==> src/verilog/sbc_spi_regs.vh <==
/*
 * Constants of the serial control port: frame layout, register
 * addresses, mode register fields, operating mode codes and times.
 * Assumes a 125 MHz system clock.
 */
`ifndef SBC_SPI_REGS_VH
`define SBC_SPI_REGS_VH

// frame layout, msb first
`define FRAME_BITS 5'h10
`define HDR_BITS 5'h04
`define CNT_MAX 5'h11
`define ADDR_HI_BIT 15
`define ADDR_LO_BIT 14
`define RRS_BIT 13
`define RO_BIT 12
`define DATA_BITS 12

// register addresses
`define ADDR_MODE 2'h0
`define ADDR_IRQ 2'h1
`define ADDR_CFG 2'h2
`define ADDR_PHY 2'h3

// register reset values
`define MODE_CTRL_RST 12'h000
`define IRQ_EN_RST 12'h000
`define SPECIAL_RST 12'h000
`define CFG_RST 12'h000
`define PHY_RST 12'h000
`define SCRATCH_RST 12'h000

// mode register fields
`define NWP_HI 11
`define NWP_LO 6
`define OM_HI 5
`define OM_LO 3

// operating mode requests in the mode register
`define OM_NORMAL 3'h1
`define OM_STANDBY 3'h2
`define OM_INIT_FLASH 3'h3
`define OM_SLEEP 3'h4
`define OM_INIT_NORMAL 3'h5
`define OM_LEAVE_FLASH 3'h6
`define OM_FLASH 3'h7

// present operating mode from the system controller
`define MODE_STARTUP 3'h0
`define MODE_NORMAL 3'h1
`define MODE_STANDBY 3'h2
`define MODE_FLASH 3'h3
`define MODE_SLEEP 3'h4
`define MODE_RESTART 3'h5

// interrupt flag raised by a miscounted frame
`define IRQ_SPI_FAIL_BIT 0

// timing
`define CLK_MHZ 32'd125
`define IRQ_RELEASE_NS 32'd2000
`define IRQ_RELEASE_CYC ((`IRQ_RELEASE_NS * `CLK_MHZ + 32'd999) / 32'd1000)
`define IRQ_READ_TIMEOUT_US 32'd1500
`define IRQ_READ_TIMEOUT_CYC (`IRQ_READ_TIMEOUT_US * `CLK_MHZ)

`endif
==> src/verilog/sbc_spi_port.v <==
/*
 * Serial control port of a system basis chip: 16-bit full duplex
 * frames, mode dependent register map, mode register checks and the
 * open-drain interrupt line with its release and read timers.
 * Assumes the serial pins and the system reset pin are asynchronous
 * to clock_i, and that op_mode_i, the status words and the event
 * pulses come from logic on clock_i.
 */
// Summary of operation
// - exactly 16 clocks per select cycle; else flag failure, drop access
// - miscounted frame in start-up or restart requests a system reset
// - input sampled on falling clock, output changed on rising clock
// - select is active low; data output floats while select is high
// - feedback word shifts out while control bits shift in
// - frame is 4 header bits followed by 12 data bits
// - two address bits, readback select bit, read-only bit
// - read-only frames return data and write no register; a read-only flag read still clears the flags
// - address 0 writes mode control; reads status or diagnosis
// - address 1 writes enables or special config by mode, nothing in sleep; reads feedback
// - address 2 writes configuration or scratch 0 by mode
// - address 3 writes transceiver control or scratch 1 by mode
// - forbidden mode transition requests an immediate system reset
// - undefined mode or period code is ignored and resets the system
// - one mode write both retriggers watchdog and selects the mode
// - interrupt line pulled low while any flag is set
// - reading flags clears them; system reset low clears them too
// - line stays released for the release time after each flag read
// - flags left unread past the read timeout reset the system
// - every writable control bit except mode control reads back through a feedback word
// - bits 15-14 address, bit 13 readback select, bit 12 read-only
`include "sbc_spi_regs.vh"
`timescale 1ns/1ps
`default_nettype none

module sbc_spi_port #(
    parameter [31:0] IRQ_READ_TIMEOUT_CYC = `IRQ_READ_TIMEOUT_CYC
)
(
    input wire clock_i,
    input wire rst_n_i,
    input wire spi_select_n_i,
    input wire serial_clock_i,
    input wire serial_data_in_i,
    output wire serial_data_out_o,
    output wire serial_data_out_oe_o,
    output wire irq_out_n_o,
    output wire irq_out_n_oe_o,
    input wire system_reset_n_i,
    input wire [2:0] op_mode_i,
    input wire [11:0] status_word_i,
    input wire [11:0] diagnosis_word_i,
    input wire [11:0] irq_event_i,
    output wire [11:0] mode_control_o,
    output wire mode_write_o,
    output wire [11:0] system_configuration_o,
    output wire [11:0] bus_transceiver_control_o,
    output wire [11:0] startup_special_config_o,
    output wire system_reset_req_o
);

    // start-up and restart share a register map
    function is_setup_mode;
        input [2:0] m;
        begin
            is_setup_mode = (m == `MODE_STARTUP) || (m == `MODE_RESTART);
        end
    endfunction

    // watchdog period codes that the mode register accepts
    function period_code_ok;
        input [5:0] c;
        begin
            case (c)
                6'h09, 6'h0c, 6'h12, 6'h14, 6'h1b,
                6'h24, 6'h2d, 6'h33, 6'h35, 6'h36:
                    period_code_ok = 1'b1;
                default:
                    period_code_ok = 1'b0;
            endcase
        end
    endfunction

    // mode transitions the system controller permits
    function transition_ok;
        input [2:0] cur;
        input [2:0] om;
        begin
            case (cur)
                `MODE_STARTUP, `MODE_RESTART:
                    transition_ok = (om == `OM_NORMAL) ||
                        (om == `OM_INIT_FLASH) || (om == `OM_INIT_NORMAL);
                `MODE_NORMAL:
                    transition_ok = (om != `OM_LEAVE_FLASH);
                `MODE_STANDBY:
                    transition_ok = (om == `OM_NORMAL) ||
                        (om == `OM_STANDBY) || (om == `OM_SLEEP) ||
                        (om == `OM_INIT_NORMAL);
                `MODE_FLASH:
                    transition_ok = (om == `OM_LEAVE_FLASH) ||
                        (om == `OM_FLASH);
                default:
                    transition_ok = 1'b0;
            endcase
        end
    endfunction

    // two-flop synchronisers; clock and select add an edge history stage
    reg sck_meta, sck_sync, sck_prev;
    reg cs_meta, cs_sync, cs_prev;
    reg sdi_meta, sdi_sync;
    reg system_reset_n_meta, system_reset_n_sync;

    always @(posedge clock_i or negedge rst_n_i)
    begin
        if (!rst_n_i)
        begin
            sck_meta <= 1'b0;
            sck_sync <= 1'b0;
            sck_prev <= 1'b0;
            cs_meta <= 1'b1;
            cs_sync <= 1'b1;
            cs_prev <= 1'b1;
            sdi_meta <= 1'b0;
            sdi_sync <= 1'b0;
            system_reset_n_meta <= 1'b0;
            system_reset_n_sync <= 1'b0;
        end
        else
        begin
            sck_meta <= serial_clock_i;
            sck_sync <= sck_meta;
            sck_prev <= sck_sync;
            cs_meta <= spi_select_n_i;
            cs_sync <= cs_meta;
            cs_prev <= cs_sync;
            sdi_meta <= serial_data_in_i;
            sdi_sync <= sdi_meta;
            system_reset_n_meta <= system_reset_n_i;
            system_reset_n_sync <= system_reset_n_meta;
        end
    end

    // clock edges seen inside a select-low window; select edges always
    wire active = ~cs_sync;
    wire sck_fall = active & sck_prev & ~sck_sync;
    wire sck_rise = active & ~sck_prev & sck_sync;
    wire cs_fall = cs_prev & ~cs_sync;
    wire cs_rise = ~cs_prev & cs_sync;

    reg [15:0] rx_shift;
    reg [4:0] bit_cnt;
    reg [11:0] tx_shift;
    reg serial_data_out;

    // registers written over the port, plus the interrupt flags
    reg [11:0] mode_control, irq_enable, special_cfg, sys_cfg;
    reg [11:0] phy_ctrl, scratch0, scratch1, irq_flags;

    // header of the frame in flight, completed by the fourth bit
    wire [3:0] live_hdr = {rx_shift[2:0], sdi_sync};

    // feedback word chosen by address and readback select
    reg [11:0] feedback;
    always @*
    begin
        // status or diagnosis at address 0
        // written bits other than mode control read back through feedback words
        case (live_hdr[3:2])
            `ADDR_MODE:
                feedback = live_hdr[1] ? diagnosis_word_i : status_word_i;
            `ADDR_IRQ:
                // enables; with readback select flags, or special feedback during set-up
                if (!live_hdr[1])
                    feedback = irq_enable;
                else if (is_setup_mode(op_mode_i))
                    feedback = special_cfg;
                else
                    feedback = irq_flags;
            `ADDR_CFG:
                feedback = live_hdr[1] ? scratch0 : sys_cfg;
            default:
                feedback = live_hdr[1] ? scratch1 : phy_ctrl;
        endcase
    end

    // shift engine, msb first in both directions
    always @(posedge clock_i or negedge rst_n_i)
    begin
        if (!rst_n_i)
        begin
            rx_shift <= 16'h0000;
            bit_cnt <= 5'h00;
            tx_shift <= 12'h000;
            serial_data_out <= 1'b0;
        end
        else if (cs_fall)
        begin
            bit_cnt <= 5'h00;
            serial_data_out <= 1'b0;
        end
        else if (sck_fall)
        begin
            rx_shift <= {rx_shift[14:0], sdi_sync};
            if (bit_cnt != `CNT_MAX)
                bit_cnt <= bit_cnt + 5'h01;
            // feedback loaded once the header is in
            if (bit_cnt == `HDR_BITS - 5'h01)
                tx_shift <= feedback;
        end
        // data bits follow the four header bits
        else if (sck_rise && bit_cnt >= `HDR_BITS &&
                 bit_cnt < `FRAME_BITS)
        begin
            serial_data_out <= tx_shift[11];
            tx_shift <= {tx_shift[10:0], 1'b0};
        end
    end

    // output floats while select is high
    assign serial_data_out_o = serial_data_out;
    assign serial_data_out_oe_o = active;

    // end of frame decisions
    // exactly sixteen clocks
    wire frame_ok = cs_rise & (bit_cnt == `FRAME_BITS);
    wire frame_bad = cs_rise & (bit_cnt != `FRAME_BITS);
    wire [1:0] addr = {rx_shift[`ADDR_HI_BIT], rx_shift[`ADDR_LO_BIT]};
    wire readback_select = rx_shift[`RRS_BIT];
    wire ro = rx_shift[`RO_BIT];
    wire [11:0] wdata = rx_shift[11:0];
    wire setup = is_setup_mode(op_mode_i);
    // commit only after a valid frame
    wire do_write = frame_ok & ~ro;
    wire mode_wr = do_write & (addr == `ADDR_MODE);
    wire [2:0] om = wdata[`OM_HI:`OM_LO];
    wire code_bad = (om == 3'h0) | ~period_code_ok(wdata[`NWP_HI:`NWP_LO]);
    wire trans_bad = ~transition_ok(op_mode_i, om);
    wire mode_bad = mode_wr & (code_bad | trans_bad);
    wire spi_fail_set = frame_bad & ~setup & irq_enable[`IRQ_SPI_FAIL_BIT];
    wire flag_read = frame_ok & (addr == `ADDR_IRQ) & readback_select & ~setup;

    reg mode_write, reset_req;
    reg [31:0] timeout_cnt;
    wire timeout_hit = (timeout_cnt == IRQ_READ_TIMEOUT_CYC - 32'd1);

    // register writes and system reset requests
    always @(posedge clock_i or negedge rst_n_i)
    begin
        if (!rst_n_i)
        begin
            mode_control <= `MODE_CTRL_RST;
            irq_enable <= `IRQ_EN_RST;
            special_cfg <= `SPECIAL_RST;
            sys_cfg <= `CFG_RST;
            phy_ctrl <= `PHY_RST;
            scratch0 <= `SCRATCH_RST;
            scratch1 <= `SCRATCH_RST;
            mode_write <= 1'b0;
            reset_req <= 1'b0;
        end
        else
        begin
            // one write retriggers and selects mode
            mode_write <= mode_wr & ~mode_bad;
            reset_req <= mode_bad | (frame_bad & setup) | timeout_hit;
            if (do_write)
            begin
                case (addr)
                    `ADDR_MODE:
                        if (!mode_bad)
                            mode_control <= wdata;
                    `ADDR_IRQ:
                        if (setup)
                            special_cfg <= wdata;
                        else if (op_mode_i != `MODE_SLEEP)
                            irq_enable <= wdata;
                    `ADDR_CFG:
                        if (op_mode_i == `MODE_NORMAL ||
                            op_mode_i == `MODE_STANDBY)
                            sys_cfg <= wdata;
                        else
                            scratch0 <= wdata;
                    default:
                        if (op_mode_i == `MODE_NORMAL ||
                            op_mode_i == `MODE_STANDBY)
                            phy_ctrl <= wdata;
                        else
                            scratch1 <= wdata;
                endcase
            end
        end
    end

    // interrupt flags: a new event wins over the read clear
    reg [11:0] next_flags;
    always @*
    begin
        next_flags = flag_read ? 12'h000 : irq_flags;
        next_flags = next_flags | (irq_event_i & irq_enable);
        if (spi_fail_set)
            next_flags[`IRQ_SPI_FAIL_BIT] = 1'b1;
        // cleared while system reset is low
        if (!system_reset_n_sync)
            next_flags = 12'h000;
    end

    reg [31:0] release_cnt;
    reg irq_low;

    always @(posedge clock_i or negedge rst_n_i)
    begin
        if (!rst_n_i)
        begin
            irq_flags <= 12'h000;
            release_cnt <= 32'd0;
            timeout_cnt <= 32'd0;
            irq_low <= 1'b0;
        end
        else
        begin
            irq_flags <= next_flags;
            if (flag_read)
                release_cnt <= `IRQ_RELEASE_CYC;
            else if (release_cnt != 32'd0)
                release_cnt <= release_cnt - 32'd1;
            // read timeout runs while flags wait
            if (irq_flags == 12'h000 || flag_read || timeout_hit ||
                !system_reset_n_sync)
                timeout_cnt <= 32'd0;
            else
                timeout_cnt <= timeout_cnt + 32'd1;
            // pull low while any flag is set and the release time is over
            irq_low <= (next_flags != 12'h000) &
                ((flag_read ? `IRQ_RELEASE_CYC : release_cnt) <= 32'd1);
        end
    end

    // open-drain interrupt: drive low only when enabled
    assign irq_out_n_o = 1'b0;
    assign irq_out_n_oe_o = irq_low;

    assign mode_control_o = mode_control;
    assign mode_write_o = mode_write;
    assign system_configuration_o = sys_cfg;
    assign bus_transceiver_control_o = phy_ctrl;
    assign startup_special_config_o = special_cfg;
    assign system_reset_req_o = reset_req;

endmodule // sbc_spi_port

`default_nettype wire

==> config.mk <==
export PLATFORM = sky130hd
export DESIGN_NAME = sbc_spi_port
export DESIGN_NICKNAME = d
export VERILOG_FILES = /design/src/verilog/sbc_spi_port.v
export VERILOG_INCLUDE_DIRS = /design/src /design/src/verilog
export SDC_FILE = /design/constraint.sdc
export NUM_CORES = 1
export LEC_CHECK = 0
export BUFFER_PORTS_ARGS = -buffer_cell sky130_fd_sc_hd__buf_2
export CELL_PAD_IN_SITES_DETAIL_PLACEMENT = 0
export CELL_PAD_IN_SITES_GLOBAL_PLACEMENT = 2
export CORE_UTILIZATION = 39
export DETAILED_ROUTE_END_ITERATION = 10
export PLACE_DENSITY_LB_ADDON = 0.1
export REMOVE_ABC_BUFFERS = 1
export SLEW_MARGIN = 10
export SYNTH_ARGS = -nofsm -noshare
export SYNTH_HDL_FRONTEND = slang
export SYNTH_SLANG_ARGS = --single-unit
export TNS_END_PERCENT = 20
==> constraint.sdc <==
create_clock -name clock_i -period 3.25 [get_ports clock_i]
set_input_delay 0.325 -clock clock_i [delete_from_list [all_inputs] [get_ports clock_i]]
set_output_delay 0.325 -clock clock_i [all_outputs]
set_load 0.1 [all_outputs]
Yosys cells after proc, flatten, opt, wreduce, memory -nomap -nowiden
Index checks and enable logic that the tools add are counted.
Cells by class
  add/subtract/negate cells: 3
  $lt $le $gt $ge: 3
  equal/unequal tests: 34
  muxes and demuxes: 24
  bitwise operators: 37
  reductions and logical operators: 40
Operator list (number)
  $mux 32: 4
  $mux 12: 10
  $pmux 12 s3: 1
  $add 32x1->32 const B: 1
  $eq 32x18->1 const B: 1
  $le 32x1->1 const B: 1
  $reduce_bool 32->1: 1
  $sub 32x1->32 const B: 1
  $eq 6x6->1 const B: 5
  $reduce_and 3->1: 7
  $and 1x1->1: 19
  $eq 6x5->1 const B: 3
  $eq 3x3->1 const B: 5
  $mux 5: 3
  $and 12x12->12: 1
  $eq 3x2->1 const B: 4
  $eq 6x4->1 const B: 2
  $logic_not 12->1: 1
  $not 1->1: 12
  $or 12x12->12: 1
  $reduce_bool 12->1: 1
  $logic_or 1x1->1: 11
  $ne 5x5->1 const B: 2
  $reduce_bool 2->1: 5
  other kinds (22): 39
Storage, ports and cells
  bits in registers: 207
  output and inout port bits: 54
  word-level logic and storage cells: 168

Logic depth before layout (Yosys ltp)
  depth after elaboration: 12
  depth in mapped cells: 8

Least setup slack after synthesis
Ideal clock, no wire load.
  kind: register -> register
  start point: register cs_sync
  end point: register tx_shift[3]
  arrival: 2.402 ns
  slack: 0.718 ns
  stages on the path, launching flop included: 7
  path through: dfstp_2 > inv_1 > o2111ai_1 > a21oi_1 > clkbuf_1 > mux2i_1 > o31ai_1
Between the ends
  word-level cells in the longest chain between the ends: 7
  elaborated cells between the ends (all ways): 13
Ends and longest elaborated chain
  start: declaration: RTL line sbc_spi_port.v:109  | reg cs_meta, cs_sync, cs_prev;
  start signal: assignment: RTL line sbc_spi_port.v:134  | cs_sync <= cs_meta;
  $not 1->1 (*): RTL line sbc_spi_port.v:144  | wire active = ~cs_sync;
  named net serial_data_out_oe_o: RTL line sbc_spi_port.v:45  | output wire serial_data_out_oe_o,
  $and 1x1->1 (2 in series): RTL line sbc_spi_port.v:146  | wire sck_rise = active & ~sck_prev & sck_sync;
  $logic_and 1x1->1 (no line) (2 in series)
  $reduce_bool 2->1 (no line)
  $reduce_and 3->1 (no line)
  end signal: assignment: RTL line sbc_spi_port.v:208  | tx_shift <= feedback;
  end signal: assignment: RTL line sbc_spi_port.v:215  | tx_shift <= {tx_shift[10:0], 1'b0};
  end: declaration: RTL line sbc_spi_port.v:152  | reg [11:0] tx_shift;
Mark *: on every way through the listed nets, which the timed path passes. The rest lies on a longest branch.
A chain may end at the register's enable or synchronous reset.

Worst setup path after layout
  start point: register release_cnt[18]
  end point: register release_cnt[30]
Between the ends
  word-level cells in the longest chain between the ends: 3
  elaborated cells between the ends (all ways): 5
Ends and longest elaborated chain
  start: declaration: RTL line sbc_spi_port.v:307  | reg [31:0] release_cnt;
  start signal: assignment: RTL line sbc_spi_port.v:323  | release_cnt <= `IRQ_RELEASE_CYC;
  start signal: assignment: RTL line sbc_spi_port.v:325  | release_cnt <= release_cnt - 32'd1;
  $sub 32x1->32: RTL line sbc_spi_port.v:325
  $mux 32: RTL line sbc_spi_port.v:324  | else if (release_cnt != 32'd0)
  $mux 32: RTL line sbc_spi_port.v:322  | if (flag_read)
Parallel ways exist; a longest one is shown, timed or not. The select of a mux whose other input is x is not followed.

==> metrics <==
Period minus WS final 2.75 ns; R2R Path Start release_cnt[18]; clock share of power 48.2%; Distinct cells, synth 64; CP Capture Type register; RSZ-0062 raised after global routing no; final hold viol count 0; average size of a mapped cell 11.1 sq um; DR vias/cell 5.44; count of max-cap constraint violations 0; sequential share of the synthesized area 51.6%; worst r2r path cells 5; die width 163 um; Die H 163 um; io pins 99; final setup margin 0.504 ns; placed cells 1303; multi-input logic area 4570 sq um; Cell Area, Synth 10000 sq um; # diodes 0; GRT overflow 0; ranking of synthesized cells by area dfrtp_1, mux2_2, nor2_1; final core utilization 47.5%; biggest regs release_cnt (32), timeout_cnt (32), rx_shift (16); GPL Wtd Cong 0.815; Pleak 5.23 nW; Pint 4.99 mW; Root Driver clkbuf_16; core footprint 25300 sq um; Via Count 7354; non-filler instance count after layout 1352; Post-synth ARST share 100%; post-synthesis register bit count 207; skew final 0.00737 ns; pwr dens 549 nW/um^2; DR WL/cell 19.6 um; critical path startpoint release_cnt[18]; fin nets 1054; Max IR drop VDD 404 uV; Synth top area share 50.8%; Flop pwr share 42.5%; Slew Limit Fails 0; kind of critical path register to register; Post-DRT Antenna Nets 0; DRT Wirelength 26.5 mm; antenna violations before repair 0; Starting Density 39.8%; worst min path class input port to register; Post-synth top flop dfrtp_1; worst skew pair latency 0.51 ns; H-tree levels 1; Fin Hold WS 0.122 ns; worst endpoint required time 3.68 ns; DRC violations left 0; switching part of the total 24.2%; DP HPWL 18.2 mm; most numerous cell in the Yosys netlist dfrtp_1; Num CTS Buffers 24; Cell Rows 58; crit path to release_cnt[30]; Clock Sinks 207; status finished clean; first-pass GRT wire length 42.4 mm; r2r setup slk 0.50 ns; Slew @ Worst Pin 0.771 ns; fillers 2409; post-synth top area cell dfrtp_1; TritonCTS clock tree yes; Rel. slew slack 48.6%; Max Root-Sink Buffers 3; PortBufs 97; number of global-route vias before repair 7240; worst-path fanout max 9; Post-Synthesis Cells 904; post-CTS setup buffer count 0; total die area 26400 sq um; cts hold-fix bufs 5; Final Setup Violations 0; Reg area 5190 sq um; Area Overhead vs Synth 19.3%; number of synthesized flops with an enable pin 0; Critical Path Start Type register; clock-pin slew on the worst setup and hold paths 0.06 ns; setup TNS 0 ns; P_sw 1.59 mW; fmax 364 MHz; worst flop-to-flop path endpoint release_cnt[30]; Total GRT Usage 20.6%; share of cells above drive strength 1 30.3%; final worst path period share 84.5%; Post-CTS Resized 0; pre-CTS WS 0.562 ns; crit path DAT 3.18 ns; largest net degree at the start of global routing 82; Detailed Route Iter0 Violations 587; Ys Warns 0; Post-synth top cells dfrtp_1, mux2_2, nor2_1; first drt pass iteration count 6; power share of the combinational group 9.3%
-- kinds of logic (layout without fill, tap and decap cells) --
| logic type | Yosys count | in the layout | synth area share, % |
|---|---|---|---|
| XOR/XNOR | 42 | 42 | 3.66 |
| other | 1 | 1 | 0.0373 |
| buffers and inverters | 78 | 196 | 3.06 |
| multiplexers | 135 | 135 | 16.0 |
| adder cells (fa/ha/maj) | 5 | 5 | 0.623 |
| AND/OR/NAND/NOR | 293 | 293 | 16.0 |
| AO/OA/AOI/OAI | 143 | 143 | 8.99 |
| flip-flops | 207 | 207 | 51.6 |
-- worst min path at each step --
stage / to / cells after the start / startpoint
floorplan: bit_cnt[0] / 0 / rst_n_i
global placement: sck_sync / 0 / sck_meta
detailed placement: sck_sync / 0 / sck_meta
CTS: irq_flags[10] / 3 / irq_event_i[10]
global route: irq_flags[10] / 3 / irq_event_i[10]
finish: irq_flags[10] / 3 / irq_event_i[10]
-- final cells by class --
| class | instances | share of cell area (%) |
|---|---|---|
| Inverter | 20 | 0.626 |
| Tap cell | 330 | 3.44 |
| Clock inverter | 11 | 1.94 |
| Clock buffer | 33 | 5.97 |
| Timing Repair Buffer | 132 | 6.64 |
| Multi-Input combinational cell | 619 | 38.1 |
| Sequential cell | 207 | 43.3 |
-- power groups by stage --
stage	combinational [mW]	clock (mW)	sequential (mW)
6_report	0.611	3.18	2.80
5_1_grt	0.676	3.35	2.81
4_1_cts	0.625	3.27	2.80
3_5_place_dp	0.617	0	2.85
3_3_place_gp	0.616	0	2.85
2_1_floorplan	0.339	0	2.81
-- layout by cell type (no fill, tap or decap), types with 17 or more instances in the layout --
master / synthesis / final
nand2_1: 42 / 42
buf_4: 1 / 28
clkbuf_16: 0 / 25
xor2_1: 27 / 27
inv_1: 20 / 20
nand3_1: 26 / 26
dfrtp_1: 204 / 202
a21oi_1: 37 / 37
o31ai_1: 18 / 18
mux2_2: 109 / 109
nand4_1: 19 / 19
nor2_1: 72 / 72
buf_2: 3 / 96
o21ai_0: 34 / 34
or4_1: 17 / 17
-- metal layers --
metal | routed length (um) | global-route usage, % | up-vias
li1 | - | - | 3504
met1 | 13500 | 31.4 | 3706
met5 | 0 | 0 | -
met2 | 11700 | 31.2 | 122
met3 | 921 | 2.93 | 22
met4 | 375 | 3.77 | 0
-- worst max-delay path, cell delays in order, from the launching register on --
cell,delay [ns]
dfrtp_1,0.45
or4_4,0.52
or3_1,0.49
or4_4,0.61
or4_1,0.42
a21oi_1,0.18
-- stage by stage --
stage | instance area [sq um] | power (mW)
6_report | 12000 | 6.58
5_1_grt | 12000 | 6.84
4_1_cts | 12000 | 6.70
3_5_place_dp | 11000 | 3.47
3_3_place_gp | 11000 | 3.46
2_1_floorplan | 9820 | 3.15
No activity file was read; power rests on OpenSTA's default activity.
